**src/include/lane_mask_pkg.sv**
```systemverilog
package lane_mask_pkg;
   // =========================================
   // Word organisations
   typedef enum logic [1:0] {ORG_X8, ORG_X9, ORG_X18, ORG_X36} org_t;

   localparam int          MAX_WIDTH     = 36;
   localparam int          MAX_LANES     = 4;
   localparam int          NIBBLE_WIDTH  = 4;
   localparam int          LANE_WIDTH    = 9;
   localparam int          BEATS         = 2;
   localparam logic [3:0]  SEL_IDLE      = 4'hF;
   localparam logic [35:0] MASK_NONE     = 36'h000000000;

   // =========================================
   // Beat carried from pins to the array port
   typedef struct packed {
      logic        valid;
      logic        second;
      logic [35:0] data;
      logic [35:0] mask;
   } beat_t;

   typedef struct packed {
      logic        load_n;
      logic        rw;
      logic [3:0]  sel_n;
      logic [35:0] data;
   } pins_t;
endpackage

```
**src/rtl/lane_decode.sv**
```systemverilog
module lane_decode (
   input  wire lane_mask_pkg::org_t org,
   input  wire logic [3:0]          sel_n,
   output logic [35:0]              mask
);
   // =========================================
   // Per-lane decode, each select alone
   function automatic logic [35:0] lanes(input lane_mask_pkg::org_t o,
                                         input logic [3:0] s);
      logic [35:0] m;
      m = lane_mask_pkg::MASK_NONE;
      unique case (o)
         lane_mask_pkg::ORG_X8: begin
            m[3:0] = {lane_mask_pkg::NIBBLE_WIDTH{~s[0]}};
            m[7:4] = {lane_mask_pkg::NIBBLE_WIDTH{~s[1]}};
         end
         lane_mask_pkg::ORG_X9: begin
            m[8:0] = {lane_mask_pkg::LANE_WIDTH{~s[0]}};
         end
         lane_mask_pkg::ORG_X18: begin
            m[8:0]  = {lane_mask_pkg::LANE_WIDTH{~s[0]}};
            m[17:9] = {lane_mask_pkg::LANE_WIDTH{~s[1]}};
         end
         lane_mask_pkg::ORG_X36: begin
            for (int i = 0; i < lane_mask_pkg::MAX_LANES; i++) begin
               m[i*9 +: 9] = {lane_mask_pkg::LANE_WIDTH{~s[i]}};
            end
         end
      endcase
      return m;
   endfunction

   assign mask = lanes(org, sel_n);
endmodule

```
**src/rtl/sram_byte_write_mask.sv**
```systemverilog
// Behaviour
// - x8: select 0 low writes bits 3:0, select 1 low writes 7:4.
// - x8: upper select alone writes 7:4, keeps 3:0.
// - x18: select 0 writes bits 8:0, select 1 writes 17:9.
// - x9: single select low writes 8:0, high writes nothing.
// - x36: four selects control four 9-bit lanes in order.
// - x36: all four selects low store all 36 bits.
// - All selects high: location unchanged, write still proceeds.
// - Selects sampled per beat; each beat uses its own mask.
// - Masks apply only inside a started write; otherwise selects ignored.
// - Beat one at next clock rise, beat two at complement rise.
module sram_byte_write_mask (
   input  wire logic        SYS_CLK,
   input  wire logic        NRST,
   input  wire logic        CLK_EN,
   input  wire logic [1:0]  ORG_SEL,
   input  wire logic        POS_BEAT_STB,
   input  wire logic        NEG_BEAT_STB,
   input  wire logic        LOAD_STROBE_N,
   input  wire logic        RW_SEL,
   input  wire logic [3:0]  BYTE_LANE_WRITE_SEL_N,
   input  wire logic [35:0] WRITE_DATA,
   output logic             ARRAY_WR_VALID,
   output logic             ARRAY_WR_SECOND,
   output logic             ARRAY_WR_ACTIVE,
   output logic [35:0]      ARRAY_WR_DATA,
   output logic [35:0]      ARRAY_WR_MASK
);
   // =========================================
   // Reset release
   logic rst_meta_reg;
   logic rst_n_reg;

   always_ff @(posedge SYS_CLK or negedge NRST) begin
      if (!NRST) begin
         rst_meta_reg <= 1'b0;
         rst_n_reg    <= 1'b0;
      end else begin
         rst_meta_reg <= 1'b1;
         rst_n_reg    <= rst_meta_reg;
      end
   end

   // =========================================
   // Pin synchronisers
   lane_mask_pkg::pins_t pins_meta_reg;
   lane_mask_pkg::pins_t pins_reg;
   logic [1:0]           org_meta_reg;
   logic [1:0]           org_reg;
   logic [1:0]           stb_meta_reg;
   logic [1:0]           stb_reg;
   lane_mask_pkg::pins_t pins_in;

   assign pins_in = '{load_n: LOAD_STROBE_N, rw: RW_SEL,
                      sel_n: BYTE_LANE_WRITE_SEL_N, data: WRITE_DATA};

   always_ff @(posedge SYS_CLK or negedge rst_n_reg) begin
      if (!rst_n_reg) begin
         pins_meta_reg <= '{load_n: 1'b1, rw: 1'b1, sel_n: lane_mask_pkg::SEL_IDLE,
                            data: lane_mask_pkg::MASK_NONE};
         pins_reg      <= '{load_n: 1'b1, rw: 1'b1, sel_n: lane_mask_pkg::SEL_IDLE,
                            data: lane_mask_pkg::MASK_NONE};
         org_meta_reg  <= 2'h0;
         org_reg       <= 2'h0;
         stb_meta_reg  <= 2'h0;
         stb_reg       <= 2'h0;
      end else if (CLK_EN) begin
         pins_meta_reg <= pins_in;
         pins_reg      <= pins_meta_reg;
         org_meta_reg  <= ORG_SEL;
         org_reg       <= org_meta_reg;
         stb_meta_reg  <= {NEG_BEAT_STB, POS_BEAT_STB};
         stb_reg       <= stb_meta_reg;
      end
   end

   // =========================================
   // Beat strobe edges
   logic [1:0] stb_last_reg;
   wire        pos_rise = stb_reg[0] & ~stb_last_reg[0];
   wire        neg_rise = stb_reg[1] & ~stb_last_reg[1];

   always_ff @(posedge SYS_CLK or negedge rst_n_reg) begin
      if (!rst_n_reg) begin
         stb_last_reg <= 2'h0;
      end else if (CLK_EN) begin
         stb_last_reg <= stb_reg;
      end
   end

   // =========================================
   // Write sequence tracking
   typedef enum logic [1:0] {IDLE, WAIT_FIRST, WAIT_SECOND} seq_t;
   seq_t seq_reg;
   seq_t seq_next;

   wire write_start = pos_rise & ~pins_reg.load_n & ~pins_reg.rw;
   wire take_first  = (seq_reg == WAIT_FIRST) & pos_rise;
   wire take_second = (seq_reg == WAIT_SECOND) & neg_rise;
   wire take_beat   = take_first | take_second;

   always_comb begin
      seq_next = seq_reg;
      unique case (seq_reg)
         IDLE: begin
            if (write_start) begin
               seq_next = WAIT_FIRST;
            end
         end
         WAIT_FIRST: begin
            if (take_first) begin
               seq_next = WAIT_SECOND;
            end
         end
         WAIT_SECOND: begin
            if (take_second) begin
               seq_next = IDLE;
            end
         end
         default: begin
            seq_next = IDLE;
         end
      endcase
   end

   always_ff @(posedge SYS_CLK or negedge rst_n_reg) begin
      if (!rst_n_reg) begin
         seq_reg <= IDLE;
      end else if (CLK_EN) begin
         seq_reg <= seq_next;
      end
   end

   // =========================================
   // Lane decode of the current beat
   logic [35:0] beat_mask;

   lane_decode u_decode (
      .org   (lane_mask_pkg::org_t'(org_reg)),
      .sel_n (pins_reg.sel_n),
      .mask  (beat_mask)
   );

   // =========================================
   // Array write port
   lane_mask_pkg::beat_t beat_reg;
   logic                 active_reg;

   always_ff @(posedge SYS_CLK or negedge rst_n_reg) begin
      if (!rst_n_reg) begin
         beat_reg   <= '{valid: 1'b0, second: 1'b0, data: lane_mask_pkg::MASK_NONE,
                         mask: lane_mask_pkg::MASK_NONE};
         active_reg <= 1'b0;
      end else if (CLK_EN) begin
         beat_reg.valid  <= take_beat;
         beat_reg.second <= take_second;
         beat_reg.data   <= take_beat ? pins_reg.data : lane_mask_pkg::MASK_NONE;
         beat_reg.mask   <= take_beat ? beat_mask : lane_mask_pkg::MASK_NONE;
         active_reg      <= seq_next != IDLE;
      end
   end

   assign ARRAY_WR_VALID  = beat_reg.valid;
   assign ARRAY_WR_SECOND = beat_reg.second;
   assign ARRAY_WR_DATA   = beat_reg.data;
   assign ARRAY_WR_MASK   = beat_reg.mask;
   assign ARRAY_WR_ACTIVE = active_reg;
endmodule

```
**config.mk**
```make
export PLATFORM = sky130hd
export DESIGN_NAME = sram_byte_write_mask
export DESIGN_NICKNAME = d
export VERILOG_FILES = /design/src/include/lane_mask_pkg.sv /design/src/rtl/lane_decode.sv /design/src/rtl/sram_byte_write_mask.sv
export SDC_FILE = /design/constraint.sdc
export NUM_CORES = 1
export LEC_CHECK = 0
export BUFFER_PORTS_ARGS = -buffer_cell sky130_fd_sc_hd__buf_4
export CAP_MARGIN = 20
export CORE_ASPECT_RATIO = 0.8
export CORE_UTILIZATION = 45
export DETAILED_ROUTE_END_ITERATION = 7
export PLACE_DENSITY = 0.65
export SLEW_MARGIN = 10
export SYNTH_ARGS = -nofsm -noshare
export SYNTH_HDL_FRONTEND = slang
export SYNTH_SLANG_ARGS = --single-unit
export TNS_END_PERCENT = 30
```
**constraint.sdc**
```tcl
create_clock -name SYS_CLK -period 9.6 [get_ports SYS_CLK]
set_input_delay 1.92 -clock SYS_CLK [delete_from_list [all_inputs] [get_ports SYS_CLK]]
set_output_delay 1.92 -clock SYS_CLK [all_outputs]
set_load 0.05 [all_outputs]
```
==> results.md <==
- Post-synthesis cell area: 5534 sq um
- Worst-Skew Late Latency: 0.41 ns
- I/O pins: 124
- CP arrival: 3.65 ns
- Setup violators final: 0
- Seq pwr share: 0.437
- Dpl cells: 580
- Initial DRC count: 191
- Slew Limit Fails: 0
- Clock Power Share: 0.376
- RSZ-0062 raised after global routing: false
- Peak VDD IR: 0.1207 mV
- Complex-gate fraction of the synthesized area: 0.08365
- Post-CTS setup buffers: 0
- Flop2flop setup slack: 7.82 ns
- Gr busiest metal: met2
- Layout cells sized above 1: 0.5708
- Synth warnings: 0
- Largest family of logic cells by synthesized area: multiplexers
- Met1 Use GR: 0.2237
- Register bit count reported by yosys: 143
- FF-to-FF path depth: 4
- Post-CTS Hold Fix Bufs: 0
- Crit path cell chain: buf_4 > and3b_1 > a32o_2 > buf_16 > a32o_1
- PwrDens: 243.2 nW/um^2
- Placed Area: 6311 sq um
- Outcome: finished, final reports clean
- Net Sw Frac: 0.2834
- Cts bufs inserted: 17
- Worst Path Required: 9.94 ns
- Starting Density: 0.4715
- GPL Wtd Cong: 0.7292
- Setup Skew: 0.009939 ns
- Most frequent cells in the layout: 130 x dfrtp_1, 125 x buf_4, 93 x mux2_2
- GR Layer Usage met2: 0.2397
- H-tree levels: 4
- CP Launch Type: input port
- XOR/XNOR Fraction of Synth Area: 0
- Row cnt: 35
- Crit. End Element: register
- # port buffers: 123
- GR Util met3: 0.06815
- Clk pin slew, worst setup/hold paths: 0.06 ns
- WL final: 9731 um
- Core area: 11740 sq um
- Slowest-stage cell, CP: a32o_2
- Hold Path Depth: 0
- Max incr delay on CP: 0.53 ns
- Reg2reg end: ARRAY_WR_MASK[17]
- Die footprint: 12750 sq um
- Lkg Pwr: 3.288 nW
- Period utilization: 0.3450
- DP HPWL: 6053 um
- Leading post-synthesis cells by cell area: dfrtp_1 59%, mux2_2 19%, a22o_1 6.3%
- Simple-Gate Fraction of Synth Area: 0.01085
- Worst min path class: register to register
- CTS tree: done
- Hold Slack: 0.3566 ns
- P_sw: 0.4791 mW
- Post-synth cell types: 23
- Die Y: 101.2 um
- Initial antenna violation count: 0
- GRT Overall Usage: 0.1652
- Hold Path End: rst_n_reg
- Post-route minimum period: 3.312 ns
- Rel. slew slack: 0.4144
- Max cap viols: 0
- Comb power frac: 0.187
- Largest net degree at the start of global routing: 85
- Clock Tree Buf Depth: 2
- Global route total overflow: 0
- Post-route cell area: 6952 sq um
- Max Fclk: 0.3020 GHz
- 1st-pass router iterations: 4
- Synth area leader: dfrtp_1
- Critical Path Fanout Max: 48
- Vias in the first global route: 3119
- Final Hold Vio Count: 0
- Hold Path Origin: rst_meta_reg
- First-pass GRT wire length: 15930 um
- Synthesized netlist cell count: 357
- Multiplexer share of the synthesized area: 0.1892
- Post-Syn Nets: 406
- Area Overhead vs Synth: 25.62%
- Post-Syn Area per Cell: 15.50 sq um
- Slew @ Worst Pin: 0.8771 ns
- Detailed-route DRC error count: 0
- Die width: 126.0 um
- Via density per instance: 5.135
- Post-synth top area share: 0.5924
- Routed WL per cell: 15.85 um
- Adder-cell area share of the yosys netlist: 0
- Internal power: 1.211 mW
- Post_cts resized: 0
- N_diodes: 0
- Cell family with most CP delay: compound AO/OA/AOI/OAI gates
- Final ANT Viol Nets: 0
- TritonCTS Sinks: 143
- Fin nets: 502
- CTS root buf: clkbuf_16
- Finished Core Util: 0.5923
- Reg-to-Reg Start: stb_last_reg[0]
- Crit path kind: input port to register
- Setup TNS: 0 ns
- Commonest non-fill, non-tap cell in the layout: dfrtp_1
- DR vias: 3153
- Crit path buf inv count: 2
- Post-Layout Cell Count: 614
- Sequential area share after synthesis: 0.6493
## stage by stage
| stage | power [mW] | setup slack [ns] |
|---|---|---|
| 2_1_floorplan | 0.9760 | 5.342 |
| 3_3_place_gp | 1.053 | 5.670 |
| 3_5_place_dp | 1.063 | 5.660 |
| 4_1_cts | 1.706 | 6.069 |
| 5_1_grt | 1.765 | 6.197 |
| 6_report | 1.691 | 6.288 |
## synthesized netlist by cell type
cell type and n:
o2bb2ai_1 2, nor2_1 4, inv_2 1, buf_4 30, inv_1 3, buf_6 5, mux2_2 93, dfrtp_1 131
dfstp_2 12, o41a_1 1, a32o_1 3, o21ai_0 4, and3b_1 1, nand2b_1 1, a22o_1 40, o221ai_1 1
buf_2 11, a21o_1 1, a32oi_1 2, conb_1 1, clkbuf_1 4, nand2_1 3, nor2b_1 3
## cells by family (layout without fill, tap and decap cells)
group,count (synthesis),count (layout)
compound gates,54,54
buf+inv,54,163
flops,143,143
simple gates,12,12
other cells,1,1
mux,93,93
## final cells by class
cell class	count	area [sq um]
Multi-Input combinational cell	160	1575
Clock inverter	11	115.1
Inverter	4	15.01
Clock buffer	21	470.5
Timing Repair Buffer	127	993.5
Sequential cell	143	3597
Tap cell	148	185.2
Fill cell	948	4785
## power by group through the flow
stage          clock network (mW)  registers [mW]  logic (mW)
2_1_floorplan                   0           0.826       0.150
3_3_place_gp                    0           0.746       0.308
3_5_place_dp                    0           0.749       0.314
4_1_cts                     0.652           0.739       0.315
5_1_grt                     0.682           0.750       0.334
6_report                    0.636           0.738       0.316
## worst register-to-register path: stages, from the launching register on
cell,delay [ns]
dfrtp_1,0.37
nor2b_1,0.28
a32o_2,0.63
buf_16,0.25
a32o_1,0.18
## metal layers
layer	share of wire	up-vias
met5	0	-
met4	0.011	0
met3	0.066	11
met2	0.45	79
met1	0.48	1612
li1	-	1451
## worst max-delay path by stage
stage | slack [ns] | end | depth (start not counted) | from
2_1_floorplan | 5.34 | ARRAY_WR_ACTIVE | 0 | rst_n_reg
3_3_place_gp | 5.67 | ARRAY_WR_MASK[7] | 4 | CLK_EN
3_5_place_dp | 5.66 | ARRAY_WR_MASK[7] | 4 | CLK_EN
4_1_cts | 6.07 | ARRAY_WR_MASK[7] | 4 | CLK_EN
5_1_grt | 6.20 | ARRAY_WR_MASK[7] | 5 | CLK_EN
6_report | 6.29 | ARRAY_WR_MASK[17] | 5 | CLK_EN
Note: power is estimated with default switching activity, not from simulation.
